`src/endian_cfg.svh`:
```
// Constants for the byte-lane steering block
`ifndef ENDIAN_CFG_SVH
`define ENDIAN_CFG_SVH
`define LANE_W 8
`define WORD_W 32
`define ADDR_W 8
`define BE_W 4
`define LAST_LANE 2'h3
`define FIRST_LANE 2'h0
`define FULL_BE 4'hF
`define CTRL0_IDX 8'h00
`define CTRL0_BIG_ADDR 8'h03
`define CTRL0_LIT_ADDR 8'h00
`define MODE_SYNC_LAT 3
`endif

```
`src/endian_pkg.sv`:
```
// Types for the byte-lane steering block
`include "endian_cfg.svh"
package endian_pkg;
  typedef struct packed {
    logic vld;
    logic wr;
    logic [`ADDR_W-1:0] addr;
    logic [`BE_W-1:0] be;
    logic [`WORD_W-1:0] wdata;
  } slave_req_t;
  typedef struct packed {
    logic vld;
    logic wr;
    logic [`ADDR_W-1:0] addr;
    logic [`BE_W-1:0] be;
    logic [`WORD_W-1:0] wdata;
    logic ctrl0_hit;
  } reg_req_t;
endpackage : endian_pkg

```
`src/endian_byte_lane_steering.sv`:
```
// Byte-lane steering between internal little-endian path and host bus
//
// How it works
// - Endian mode comes from the select pin
// - Big: first stream byte on top lane
// - Big: ROM offset 0 on top lane
// - Little: first stream byte on lane zero
// - Little: ROM offset 0 on lane zero
// - Internal buffer and register lanes never move
// - Dword slave access passes lanes unchanged
// - Narrow slave access remaps register byte address in big mode only
// - Buffer bytes kept in plain ascending order
// - First control register at 03h big, 00h little
// - Script register addresses ignore endian mode
// - Instruction fetches are whole words, unswapped
`timescale 1ns/10ps
`include "endian_cfg.svh"
module endian_byte_lane_steering (
  input wire logic mclk,
  input wire logic rst_b,
  input wire logic big_lit_pin,
  input wire logic scsi_byte_vld,
  input wire logic [`LANE_W-1:0] scsi_byte,
  output logic host_word_vld,
  output logic [`WORD_W-1:0] host_word,
  input wire logic tx_word_vld,
  input wire logic [`WORD_W-1:0] tx_word,
  output logic tx_rdy,
  output logic tx_byte_vld,
  output logic [`LANE_W-1:0] tx_byte,
  input wire logic rom_byte_vld,
  input wire logic [1:0] rom_off,
  input wire logic [`LANE_W-1:0] rom_byte,
  output logic rom_word_vld,
  output logic [`WORD_W-1:0] rom_word,
  input wire endian_pkg::slave_req_t slv_req,
  output endian_pkg::reg_req_t reg_req,
  input wire logic scr_vld,
  input wire logic [`ADDR_W-1:0] scr_addr,
  output logic scr_reg_vld,
  output logic [`ADDR_W-1:0] scr_reg_addr,
  input wire logic fetch_vld,
  input wire logic [`WORD_W-1:0] fetch_word,
  output logic instr_vld,
  output logic [`WORD_W-1:0] instr_word,
  output logic big_mode
);

  ////////////////////////////////////////////////////////////////////////
  // Helpers

  function automatic logic [`WORD_W-1:0] steer(
    input logic [`WORD_W-1:0] w,
    input logic big
  );
    steer = big ? {w[7:0], w[15:8], w[23:16], w[31:24]} : w;
  endfunction : steer

  function automatic logic [1:0] lane_of(
    input logic [1:0] a,
    input logic big
  );
    lane_of = big ? ~a : a;
  endfunction : lane_of

  function automatic logic [`WORD_W-1:0] put_byte(
    input logic [`WORD_W-1:0] w,
    input logic [1:0] idx,
    input logic [`LANE_W-1:0] b
  );
    logic [`WORD_W-1:0] r;
    r = w;
    r[idx*`LANE_W +: `LANE_W] = b;
    put_byte = r;
  endfunction : put_byte

  ////////////////////////////////////////////////////////////////////////
  // Mode pin synchroniser

  logic pin_s1_r;
  logic pin_s2_r;
  logic big_r;

  always_ff @(posedge mclk or negedge rst_b) begin
    if (!rst_b) begin
      pin_s1_r <= 1'b0;
      pin_s2_r <= 1'b0;
      big_r <= 1'b0;
    end else begin
      pin_s1_r <= big_lit_pin;
      pin_s2_r <= pin_s1_r;
      big_r <= pin_s2_r;
    end
  end

  assign big_mode = big_r;

  ////////////////////////////////////////////////////////////////////////
  // Stream towards host: bytes packed in ascending buffer order

  logic [1:0] rx_cnt_r;
  logic [`WORD_W-1:0] rx_buf_r;
  logic [`WORD_W-1:0] rx_buf_nxt;
  logic host_word_vld_r;
  logic [`WORD_W-1:0] host_word_r;
  wire rx_last = scsi_byte_vld && (rx_cnt_r == `LAST_LANE);

  assign rx_buf_nxt = put_byte(rx_buf_r, rx_cnt_r, scsi_byte);

  always_ff @(posedge mclk or negedge rst_b) begin
    if (!rst_b) begin
      rx_cnt_r <= `FIRST_LANE;
      rx_buf_r <= 32'h0000_0000;
      host_word_vld_r <= 1'b0;
      host_word_r <= 32'h0000_0000;
    end else begin
      host_word_vld_r <= rx_last;
      if (scsi_byte_vld) begin
        rx_cnt_r <= rx_cnt_r + 2'h1;
        rx_buf_r <= rx_buf_nxt;
      end
      if (rx_last) begin
        host_word_r <= steer(rx_buf_nxt, big_r);
      end
    end
  end

  assign host_word_vld = host_word_vld_r;
  assign host_word = host_word_r;

  ////////////////////////////////////////////////////////////////////////
  // Stream from host: word steered, bytes leave ascending

  logic [1:0] tx_cnt_r;
  logic tx_busy_r;
  logic [`WORD_W-1:0] tx_buf_r;
  logic tx_byte_vld_r;
  logic [`LANE_W-1:0] tx_byte_r;
  wire tx_take = tx_word_vld && !tx_busy_r;
  wire [`WORD_W-1:0] tx_int = steer(tx_word, big_r);
  logic tx_rdy_r;
  wire tx_busy_nxt = tx_take
                     || (tx_busy_r && (tx_cnt_r != `LAST_LANE));

  always_ff @(posedge mclk or negedge rst_b) begin
    if (!rst_b) begin
      tx_cnt_r <= `FIRST_LANE;
      tx_busy_r <= 1'b0;
      tx_buf_r <= 32'h0000_0000;
      tx_byte_vld_r <= 1'b0;
      tx_byte_r <= 8'h00;
      tx_rdy_r <= 1'b1;
    end else begin
      tx_byte_vld_r <= tx_busy_r;
      tx_rdy_r <= !tx_busy_nxt;
      if (tx_take) begin
        tx_buf_r <= tx_int;
        tx_busy_r <= 1'b1;
        tx_cnt_r <= `FIRST_LANE;
      end else if (tx_busy_r) begin
        tx_byte_r <= tx_buf_r[tx_cnt_r*`LANE_W +: `LANE_W];
        tx_cnt_r <= tx_cnt_r + 2'h1;
        if (tx_cnt_r == `LAST_LANE) begin
          tx_busy_r <= 1'b0;
        end
      end
    end
  end

  assign tx_rdy = tx_rdy_r;
  assign tx_byte_vld = tx_byte_vld_r;
  assign tx_byte = tx_byte_r;

  ////////////////////////////////////////////////////////////////////////
  // Expansion ROM bytes gathered by offset then steered

  logic [`WORD_W-1:0] rom_buf_r;
  logic [`WORD_W-1:0] rom_buf_nxt;
  logic rom_word_vld_r;
  logic [`WORD_W-1:0] rom_word_r;
  wire rom_last = rom_byte_vld && (rom_off == `LAST_LANE);

  assign rom_buf_nxt = put_byte(rom_buf_r, rom_off, rom_byte);

  always_ff @(posedge mclk or negedge rst_b) begin
    if (!rst_b) begin
      rom_buf_r <= 32'h0000_0000;
      rom_word_vld_r <= 1'b0;
      rom_word_r <= 32'h0000_0000;
    end else begin
      rom_word_vld_r <= rom_last;
      if (rom_byte_vld) begin
        rom_buf_r <= rom_buf_nxt;
      end
      if (rom_last) begin
        rom_word_r <= steer(rom_buf_nxt, big_r);
      end
    end
  end

  assign rom_word_vld = rom_word_vld_r;
  assign rom_word = rom_word_r;

  ////////////////////////////////////////////////////////////////////////
  // Slave access decode: lanes fixed, narrow big-mode byte address remapped

  endian_pkg::reg_req_t reg_req_r;
  endian_pkg::reg_req_t reg_req_nxt;
  wire slv_full = (slv_req.be == `FULL_BE);
  wire [1:0] slv_lane = slv_full ? `FIRST_LANE
                      : lane_of(slv_req.addr[1:0], big_r);
  wire [`ADDR_W-1:0] slv_int_addr = {slv_req.addr[`ADDR_W-1:2], slv_lane};

  always_comb begin
    reg_req_nxt.vld = slv_req.vld;
    reg_req_nxt.wr = slv_req.wr;
    reg_req_nxt.addr = slv_int_addr;
    reg_req_nxt.be = slv_req.be;
    reg_req_nxt.wdata = slv_req.wdata;
    reg_req_nxt.ctrl0_hit = slv_req.vld
                            && (slv_int_addr == `CTRL0_IDX);
  end

  always_ff @(posedge mclk or negedge rst_b) begin
    if (!rst_b) begin
      reg_req_r <= '0;
    end else begin
      reg_req_r <= reg_req_nxt;
    end
  end

  assign reg_req = reg_req_r;

  ////////////////////////////////////////////////////////////////////////
  // Script side: addresses and fetches bypass steering

  logic scr_reg_vld_r;
  logic [`ADDR_W-1:0] scr_reg_addr_r;
  logic instr_vld_r;
  logic [`WORD_W-1:0] instr_word_r;

  always_ff @(posedge mclk or negedge rst_b) begin
    if (!rst_b) begin
      scr_reg_vld_r <= 1'b0;
      scr_reg_addr_r <= 8'h00;
      instr_vld_r <= 1'b0;
      instr_word_r <= 32'h0000_0000;
    end else begin
      scr_reg_vld_r <= scr_vld;
      instr_vld_r <= fetch_vld;
      if (scr_vld) begin
        scr_reg_addr_r <= scr_addr;
      end
      if (fetch_vld) begin
        instr_word_r <= fetch_word;
      end
    end
  end

  assign scr_reg_vld = scr_reg_vld_r;
  assign scr_reg_addr = scr_reg_addr_r;
  assign instr_vld = instr_vld_r;
  assign instr_word = instr_word_r;
endmodule : endian_byte_lane_steering

```
`config.mk`:
```
export PLATFORM = sky130hd
export DESIGN_NAME = endian_byte_lane_steering
export DESIGN_NICKNAME = d
export VERILOG_FILES = /design/src/endian_pkg.sv /design/src/endian_byte_lane_steering.sv
export VERILOG_INCLUDE_DIRS = /design/src /design/src/src
export SDC_FILE = /design/constraint.sdc
export NUM_CORES = 1
export LEC_CHECK = 0
export BUFFER_PORTS_ARGS = -buffer_cell sky130_fd_sc_hd__buf_4
export CORE_MARGIN = 10
export CORE_UTILIZATION = 30
export DETAILED_ROUTE_END_ITERATION = 12
export GPL_ROUTABILITY_DRIVEN = 0
export SLEW_MARGIN = 20
export SYNTH_ARGS = -nofsm -noshare
export SYNTH_HDL_FRONTEND = slang
export SYNTH_SLANG_ARGS = --single-unit
```
`constraint.sdc`:
```
create_clock -name mclk -period 2.8 [get_ports mclk]
set_input_delay 0 -clock mclk [delete_from_list [all_inputs] [get_ports mclk]]
set_output_delay 0 -clock mclk [all_outputs]
set_load 0.03 [all_outputs]
```
==> results.md, run 1 <==
- Min-Delay Path Class: in2async
- Max_cap viols: 0
- Power per cell area: 845 nW/um^2
- GR Util All Layers: 0.158
- Total CTS buffers: 29
- Clock Sinks: between 200 and 300
- Most common cell after layout, fill and taps aside: buf_4
- Pin count of the biggest net entering global routing: 83
- PortBufs: 309
- Reg2reg setup slack: roughly 0.51 ns
- Number of global-route vias before repair: around 9600
- Die Wd: 209 um
- Ys Warns: 0
- Syn avg cell area: between 10 and 15 um^2
- Worst-skew pair later-pin latency: 0.55 ns
- CP delay by family, top: simple AND/OR/NAND/NOR gates
- Power Total: between 10 and 15 mW
- Root Buffer: clkbuf_16
- CTS tree: built
- Transition time of the tightest slew-check pin: between 0.7 and 0.8 ns
- P_sw: ~4.7 mW
- Most common flop cell mapped by yosys: dfrtp_1
- Ys async rst share: 1.00
- Period utilisation layout: 0.817
- Initial DRC Count: 617
- Core Area: 35300 um^2
- Die height: about 210 um
- Antenna violations before repair: 1
- Clock power share: 0.288
- First-pass GRT wire length: between 50000 and 60000 um
- Top Metal Used: met4
- Initial core utilization: 0.302
- Antenna Violating Nets Remaining: 0
- Drt via density: roughly 5
- RSZ-0062 raised after global routing: false
- Post-route DRC: 0
- Area delta synth->final: 50.8%
- Outcome: finished clean
- Worst reg2reg startpoint: rx_cnt_r[0]
- Fmax: between 400 and 500 MHz
- Tmin final: between 2 and 2.5 ns
- Clock Skew: between 0.01 and 0.015 ns
- Slowest cell on the critical path: nor3b_2
- CP Capture Type: flip-flop
- First-pass DRT Iterations: 5
- Gate power share: 0.331
- Max Fanout on Critical Path: 10
- Sequential share of power: 0.381
- Critical path arrival: ~2.7 ns
- Row cnt: 69
- Critical path required time: 3.25 ns
- P_int: 8.88 mW
- FF-to-FF path depth: 5
- Total gr overflow: 0
- Synth Instances: about 900
- Final HPWL DP: around 24000 um
- Boundary pin count: 310
- Leak: roughly 7.3 nW
- WL met1: approximately 15000 um
- Fraction of layout cells with a size suffix above 1: 0.329
- Peak per-stage delay on the critical path: between 0.5 and 0.6 ns
- Register area share after synthesis: 0.593
- Number of synthesized flops with an enable pin: 0
- Met3 WL: 2060 um
- Clk pin slew, worst setup/hold paths: 0.06 ns
- Final TNS setup: 0 ns
- Critical path class: reg2reg
- Cell Chain, Critical Path: inv_1 -> ha_1 -> nor3b_2 -> a31oi_1 -> o221ai_1
- Bufs on Longest Clock Path: 3
- Final setup fails: 0
- Net Count, Synth: between 1000 and 1500
- Rel. slew slack: 0.527
- Final hold viol count: 0
- WP buf/inv: 1
- Max-slew violations: 0
- Sw Ratio: 0.348
- Met2 Wirelength: between 15000 and 20000 um
- Vias: ~9000
- Synth cell types: 54
- H-tree depth: 1
- Post-synthesis register bit count: 253
- Util after Layout: 0.456
- Nets: roughly 1500
- Synth Cell Area: ~11000 um^2
- Startpoint types: flip-flop
- WL final: 35600 um
- Commonest cells after routing, fill and taps aside: buf_4, dfrtp_1, dlygate4sd3_1, nand2_1, nor2_1
- Worst reg2reg endpoint: host_word[28]
- Die ar.: around 44000 um^2
- Maximum VDD drop: approximately 0.00059 V
- Post-DR wirelength/cell: 19.6 um
[cell usage after synthesis, drive strengths merged (4+ instances only)]
cell / n / area, um^2
mux2: 49 / 552
a21oi: 22 / 110
ha: 11 / 138
nor2b: 36 / 225
a211oi: 4 / 30.0
dfrtp: 252 / 6310
a221oi: 27 / 236
inv: 12 / 45.0
a311oi: 14 / 123
mux2i: 32 / 320
nand3: 21 / 105
a2111oi: 16 / 215
nor3b: 6 / 60.1
nor2: 55 / 206
o21ai: 37 / 185
mux4: 8 / 180
nand2: 83 / 312
a22o: 29 / 254
o221ai: 24 / 210
buf: 36 / 214
clkbuf: 34 / 129
a31oi: 15 / 93.8
nor3: 18 / 90.1
[flip-flops by register name (all words and copies together) (netlist names), 2 cells and up]
register / cells
instr_word: 32
rx_cnt_r: 2
rom_buf_r: 24
rom_word: 32
reg_req: 47
rx_buf_r: 24
tx_byte: 8
host_word: 32
tx_buf_r: 32
tx_cnt_r: 2
scr_reg_addr: 8
[how the worst max path moves through the flow]
stage	start	end	cells past startpoint
after global placement	rx_cnt_r[0]	host_word[28]	5
after global routing	rx_cnt_r[0]	host_word[28]	5
after detailed placement	rx_cnt_r[0]	host_word[28]	5
after CTS	rx_cnt_r[0]	host_word[28]	5
final	rx_cnt_r[0]	host_word[28]	5
after floorplan	rx_cnt_r[0]	rx_buf_r[11]	9
[routing by layer]
layer,track usage,vias up
met5,0,-
met4,0.0583,0
met3,0.0297,57
met2,0.268,291
met1,0.195,4420
li1,-,4145
[worst register-to-register path: cells and delay by family, from the launching register on]
| kind | cells | cell delay (ns) |
|---|---|---|
| buf+inv | 1 | 0.15 |
| simple gates | 1 | 0.58 |
| compound gates | 2 | 0.48 |
| flops | 1 | 0.57 |
| fa+ha+maj | 1 | 0.42 |
[power by group through the flow]
stage               registers, mW  logic [mW]  clock network [mW]
global route                 5.31        4.90                4.19
detailed placement           5.25        4.34                   0
CTS                          5.20        4.57                4.03
global placement             5.23        4.27                   0
floorplan                    5.91        1.92                   0
finish                       5.19        4.51                3.92
[through the flow]
step / area [um^2] / hold WS [ns] / worst slack, ns / std cells
finish: 16100 / 0.0349 / 0.512 / 1815
global route: 16100 / 0.0820 / 0.303 / 1815
CTS: 16100 / 0.0486 / 0.536 / 1814
detailed placement: 13400 / 0.0401 / 0.554 / 1596
global placement: 13400 / 0.0336 / 0.648 / 1596
floorplan: 10700 / -0.296 / 0.847 / 878
[area by class of cell]
type                            count  area (um^2)
Clock inverter                     12          165
Sequential cell                   253         6340
Tap cell                          461          577
Inverter                           13         48.8
Timing Repair Buffer              495         4190
Clock buffer                       38          820
Multi-Input combinational cell    542         3960
Antenna cell                        1         2.50
Fill cell                        3142        19200
[timing repair]
action                                 CTS  global route
setup buffers                            0             0
hold buffers                           168             0
resized for setup                        0             0
endpoints found under the hold margin  316             0
[logic make-up after synthesis]
| group | synth area share |
|---|---|
| flip-flops | 0.593 |
| AND/OR/NAND/NOR | 0.113 |
| AO/OA/AOI/OAI | 0.144 |
| multiplexers | 0.0985 |
| buffers and inverters | 0.0367 |
| adder cells (fa/ha/maj) | 0.0129 |
| XOR/XNOR | 0.00246 |
Note: power is estimated with default switching activity, not from simulation.
==> inputs of run 2 (changes only) <==
- ABC_AREA: not set -> 1
- clock period: 2.8 -> 2.4 ns (I/O delays scaled with it)
==> run 2 against run 1 <==
Against the previous run: the run now ends with negative hold slack left; count of clock-buffer cells in the layout up 6; via count up 25%; register-to-register slack worse by 0.37 ns; critical path type unchanged; largest cell class unchanged; largest power group unchanged; highest routed layer unchanged.
==> results.md, run 2 <==
- Rel. slew slack: 0.561 (+0.0334)
- H-tree depth: 1 (unchanged)
- Leak: 8.58 nW (+17%)
- Critical path arrival: 2.69 ns (-0.05 ns)
- Area of the multi-input gates: 4370 um^2 (+10%)
- Most instantiated cells after synthesis: nand2_1, dfrtp_1, nand3_1
- Commonest cells after routing, fill and taps aside: nand2_1, buf_4, dfrtp_1, nand3_1, dlygate4sd3_1
- Post-DR wirelength/cell: 16.9 um (-14%)
- Critical path class: reg2reg
- Most common flop cell mapped by yosys: dfrtp_1
- Final setup fails: 0 (unchanged)
- Post-synth top area share: 0.574 (-0.0167)
- Max reg flops: 47 (unchanged)
- Total gr overflow: 0 (unchanged)
- Pin count of the biggest net entering global routing: 100 (+20%)
- Final TNS setup: 0 ns (unchanged)
- Vias: 11100 (+25%)
- Nets: 1944 (+31%)
- Initial core utilization: 0.303 (+0.000684)
- Compound-Gate Fraction of Synth Area: 0.0705 (-0.0733)
- Max_cap viols: 0 (unchanged)
- Initial DRC Count: 818 (+33%)
- Clk pin slew, worst setup/hold paths: 0.06 ns (about the same)
- Row cnt: 72 (+4.3%)
- Failing checks: negative hold slack
- Post-route DRC: 0 (unchanged)
- Die ar.: 47300 um^2 (+8.5%)
- Synth Instances: 1290 (+47%)
- PortBufs: 309 (unchanged)
- First-pass GRT wire length: 63100 um (+12%)
- Cells after DPL: 2065 (+29%)
- Max Fanout on Critical Path: 99 (+89)
- Post-synth top area cell: dfrtp_1
- Post-Synth XOR/XNOR Area: 0.00225 (-0.000212)
- Most common cell after layout, fill and taps aside: nand2_1
- Clock Skew: 0.0103 ns (-0.00343 ns)
- Post-Synth Adder-Cell Area: 0.0118 (-0.00111)
- WL final: 39300 um (+10%)
- Tmin final: 2.26 ns (-0.0311 ns)
- Largest family of logic cells by synthesized area: simple AND/OR/NAND/NOR gates
- Min-Delay Path Class: in2async
- Drt via density: 4.78 (-2.7%)
- Fraction of layout cells with a size suffix above 1: 0.240 (-0.0894)
- Final hold viol count: 5 (+5)
- Critical path required time: 2.84 ns (-0.41 ns)
- Ys async rst share: 1.00 (unchanged)
- Post-synthesis register bit count: 269 (+6.3%)
- Fmax: 443 MHz (+1.4%)
- Net Count, Synth: 1445 (+40%)
- Worst-skew pair later-pin latency: 0.55 ns (about the same)
- CTS tree: built
- Antenna violations before repair: 1 (unchanged)
- RSZ-0062 raised after global routing: false
- Core Area: 38600 um^2 (+9.2%)
- Power Total: 17.8 mW (+31%)
- Final HPWL DP: 25900 um (+6.6%)
- Fill cells: 3623 (+15%)
- Period utilisation layout: 0.940 (+0.123)
- Die Wd: 217 um (+4.2%)
- Most common cell in the netlist: nand2_1
- Maximum VDD drop: 0.000575 V (-3.0%)
- Register area: 6740 um^2 (+6.3%)
- Setup bufs post-CTS: 0 (unchanged)
- GR Util All Layers: 0.161 (+0.00364)
- Root Buffer: clkbuf_16
- Outcome: finished, violations left
- Register area share after synthesis: 0.576 (-0.0169)
- CP Capture Type: flip-flop
- Mux contribution to synthesized area: 0.0385 (-0.0600)
- Power per cell area: 1010 nW/um^2 (+19%)
- Startpoint types: flip-flop
- First-pass DRT Iterations: 5 (unchanged)
- Area delta synth->final: 51.7%
- Placed inst area: 14600 um^2 (+8.4%)
- Non-filler cells, final: 2331 (+28%)
- Post-Synth Simple-Gate Area: 0.250 (+0.137)
- Boundary pin count: 310 (unchanged)
- Clock Sinks: 269 (+6.3%)
- Worst hold slack: -0.00560 ns (-0.0405 ns)
- Bufs on Longest Clock Path: 3 (unchanged)
- Total CTS buffers: 31 (+6.9%)
- Die height: 217 um (+4.2%)
- Synth cell types: 29 (-46%)
- Top post-synthesis cells by area: dfrtp_1, nand2_1, nand3_1
- Ys Warns: 0 (unchanged)
- Max-slew violations: 0 (unchanged)
- Syn avg cell area: 9.06 um^2 (-26%)
- Transition time of the tightest slew-check pin: 0.659 ns (-0.0500 ns)
- Synth Cell Area: 11700 um^2 (+9.4%)
- Antenna Violating Nets Remaining: 0 (unchanged)
- Finished Cell Area: 17700 um^2 (+10%)
- Number of global-route vias before repair: 11200 (+17%)
- Number of synthesized flops with an enable pin: 0 (unchanged)
==> run 2: cell types whose count changed after synthesis, moves of 28 or more <==
cell / delta
mux2i_1: -32
a22o_1: -28
a31oi_1: +49
nor2_1: +51
nor2b_1: -36
nand3_1: +218
inv_1: +50
nand2_1: +243
==> run 2: critical path, cell delays in order, from the launching register on <==
cell	delay, ns
dfrtp_4	0.50
buf_16	0.26
o21ai_1	0.18
dlygate4sd3_1	0.55
o22ai_1	0.06
dlygate4sd3_1	0.57
==> run 2: repair_timing <==
action,CTS,global route
endpoints found under the setup margin,0,1
hold endpoints to repair,513,0
hold buffers,208,0
gates resized for setup,0,2
==> run 2: final cells by class <==
type                            count  area share
Antenna cell                        1    0.000141
Clock buffer                       44      0.0499
Clock inverter                     12      0.0109
Inverter                           71      0.0150
Multi-Input combinational cell    880       0.246
Sequential cell                   269       0.380
Tap cell                          518      0.0365
Timing Repair Buffer              536       0.261
==> run 2: cells by family after synthesis <==
family | count (synthesis)
DFF | 269
AOI/OAI and AO/OA | 140
xor gates and xnor gates | 3
and+or+nand+nor | 685
buffers and inverters | 142
adders and majority gates | 11
muxes | 40
==> run 2: where the power goes <==
group / total [mW] / internal, mW / switching, mW
clock network: 4.96 / 3.08 / 1.88
logic: 6.42 / 2.58 / 3.83
registers: 6.46 / 5.72 / 0.740
total: 17.8 / 11.4 / 6.45
==> run 2: final timing paths <==
path                                  start           end  slack, ns  depth (start not counted)
worst max-delay path               big_mode  tx_buf_r[15]       0.14                          5
worst min-delay path                  rst_b    reg_req[3]     -0.006                          2
worst max register to register     big_mode  tx_buf_r[15]       0.14                          5
worst min register to register     pin_s1_r      pin_s2_r       0.35                          0
max in group asynchronous             rst_b  rom_word[23]       1.55                          3
min in group mclk               slv_req[31]   reg_req[32]       0.09                          2
==> run 2: stage by stage <==
step | util | setup slack, ns
finish | 0.460 | 0.143
global placement | 0.378 | 0.629
floorplan | - | 0.666
detailed placement | 0.378 | 0.597
global route | 0.460 | 0.0109
CTS | 0.460 | 0.0663
==> run 2: per-layer routing <==
layer	share of wire	track usage	wire length, um	up-vias
li1	-	-	-	5326
met1	0.44	0.215	17300	5389
met2	0.48	0.262	18700	373
met3	0.069	0.0355	2730	45
met4	0.016	0.0361	629	0
met5	0	0	0	-
==> inputs of run 3 (changes only) <==
- CORE_UTILIZATION: 30 -> 53
- PLACE_DENSITY: not set -> 0.8
==> run 3 against run 2 <==
Against the previous run: the flow now finishes without violations; register-to-register slack improved by 0.02 ns; critical endpoint is now tx_buf_r[14]; sequential power is 1% higher; routed wire length grew 9.0%; fmax increased by 0.75%; cell area shrank 4.1%; via count rose by 4.1%; clock skew grew 0.0060 ns; non-clock buffer count is 36 lower; cell count decreased by 12%; combinational power grew 2%; die area shrank 40%; largest power group is now combinational cells.
==> results.md, run 3 (synthesis gave the netlist of run 2 again) <==
- Vias: 11600 (+4.1%)
- Final setup fails: 0 (unchanged)
- Initial DRC Count: 1221 (+49%)
- Sequential share of power: 0.363 (about the same)
- Leak: 8.43 nW (-1.8%)
- Final hold viol count: 0 (-5)
- Antenna violations before repair: 4 (+3)
- Core Area: 21800 um^2 (-44%)
- H-tree depth: 1 (unchanged)
- CP Capture Type: flip-flop
- Boundary pin count: 310 (unchanged)
- Die Wd: 169 um (-22%)
- Cell Chain, Critical Path: nor2_4 -> buf_4 -> o21ai_0 -> o22ai_1 -> dlygate4sd3_1
- Pin count of the biggest net entering global routing: 100 (unchanged)
- Slowest cell on the critical path: dlygate4sd3_1
- Post-DR wirelength/cell: 20.9 um (+24%)
- Worst-skew pair later-pin latency: 0.54 ns (about the same)
- Period utilisation layout: 0.933 (-0.00700)
- WP buf/inv: 2 (-1)
- Root Buffer: clkbuf_16
- Clock power share: 0.270 (-0.008)
- Critical path class: reg2reg
- Outcome: finished clean
- Antenna Violating Nets Remaining: 0 (unchanged)
- Gate power share: 0.367 (+0.007)
- First-pass DRT Iterations: 5 (unchanged)
- Max-slew violations: 0 (unchanged)
- Fraction of layout cells with a size suffix above 1: 0.246 (+0.00639)
- Drt via density: 5.65 (+18%)
- CTS tree: built
- Power Total: 18.0 mW (+0.75%)
- Max_cap viols: 0 (unchanged)
- Critical path arrival: 2.71 ns (+0.02 ns)
- Cells after DPL: 1828 (-11%)
- Total CTS buffers: 28 (-9.7%)
- PortBufs: 309 (unchanged)
- Row cnt: 54 (-25%)
- Area delta synth->final: 45.6%
- Critical path required time: 2.87 ns (+0.03 ns)
- Top Metal Used: met4
- Final HPWL DP: 24700 um (-4.6%)
- First-pass GRT wire length: 68000 um (+7.7%)
- Initial core utilization: 0.537 (+0.234)
- RSZ-0062 raised after global routing: false
- Number of global-route vias before repair: 11900 (+6.6%)
- P_int: 11.2 mW (-1.5%)
- WL final: 42800 um (+9.0%)
- Fmax: 446 MHz (+0.75%)
- Clock Skew: 0.0163 ns (+0.00602 ns)
- CP delay by family, top: buffers and inverters
- Min-Delay Path Class: in2async
- Clock Sinks: 269 (unchanged)
- Die height: 169 um (-22%)
- Clk pin slew, worst setup/hold paths: 0.07 ns (about the same)
- Sw Ratio: 0.376 (+0.0145)
- Nets: 1904 (-2.1%)
- Util after Layout: 0.782 (+0.322)
- Non-filler cells, final: 2053 (-12%)
- Met3 WL: 3630 um (+33%)
- Transition time of the tightest slew-check pin: 0.792 ns (+0.133 ns)
- P_sw: 6.76 mW (+4.8%)
- Startpoint types: flip-flop
- Max reg flops: 47 (unchanged)
- Post-route DRC: 0 (unchanged)
- Most common cell after layout, fill and taps aside: nand2_1
- Peak per-stage delay on the critical path: 0.59 ns (+0.02 ns)
- Die ar.: 28400 um^2 (-40%)
- Rel. slew slack: 0.472 (-0.0887)
- Total gr overflow: 0 (unchanged)
- Maximum VDD drop: 0.000702 V (+22%)
- Power per cell area: 1060 nW/um^2 (+5.0%)
- Max Fanout on Critical Path: 64 (-35%)
- Tmin final: 2.24 ns (-0.0168 ns)
- WL met1: 16000 um (-7.4%)
- Met2 Wirelength: 21500 um (+15%)
- GR Util All Layers: 0.295 (+0.134)
- Bufs on Longest Clock Path: 3 (unchanged)
- Commonest cells after routing, fill and taps aside: nand2_1, buf_4, dfrtp_1, nand3_1, dlygate4sd3_1
- Final TNS setup: 0 ns (unchanged)
run 3: power groups by stage:
stage	combinational, mW	sequential (mW)	clock [mW]
4_1_cts	6.29	6.41	4.85
2_1_floorplan	2.79	7.37	0
3_3_place_gp	5.68	6.42	0
6_report	6.58	6.53	4.85
3_5_place_dp	5.79	6.47	0
5_1_grt	7.14	6.63	5.08
run 3: final timing paths:
kind / start / end / slack (ns) / cells past startpoint
worst max-delay path: tx_busy_r / tx_buf_r[14] / 0.16 / 5
worst min-delay path: rst_b / reg_req[20] / 0.07 / 2
worst max register to register: tx_busy_r / tx_buf_r[14] / 0.16 / 5
worst min register to register: pin_s2_r / big_mode / 0.35 / 0
max in group asynchronous: rst_b / rx_buf_r[18] / 1.46 / 3
min in group mclk: slv_req[6] / reg_req[7] / 0.11 / 2
run 3: timing repair:
| action | in CTS | in global routing |
|---|---|---|
| endpoints found under the hold margin | 405 | 0 |
| resized for setup | 0 | 4 |
| hold buffers | 170 | 0 |
| buffers inserted | 0 | 1 |
| setup endpoints to repair | 0 | 7 |
run 3: cell type report:
| type | count | area, um^2 |
|---|---|---|
| diodes | 4 | 10.0 |
| clock buffers | 38 | 820 |
| clock inverters | 12 | 210 |
| fillers | 1288 | 4740 |
| inverters | 71 | 267 |
| multi-input cells | 879 | 4370 |
| flip-flops and latches | 269 | 6730 |
| well taps | 280 | 350 |
| repair buffers | 500 | 4250 |
run 3: metal layers:
metal  up-vias  global-route usage
li1       5233                   -
met1      5563               0.345
met2       671               0.514
met3       127              0.0672
met4         0               0.119
met5         -                   0
run 3: stage by stage:
step                cell area (um^2)  setup slack, ns  hold slack [ns]
finish                         17000            0.160           0.0702
global route                   17000           0.0368            0.106
CTS                            17000           0.0325           0.0907
detailed placement             14300            0.644           0.0568
global placement               14300            0.668           0.0487
floorplan                      11700            0.666           -0.296
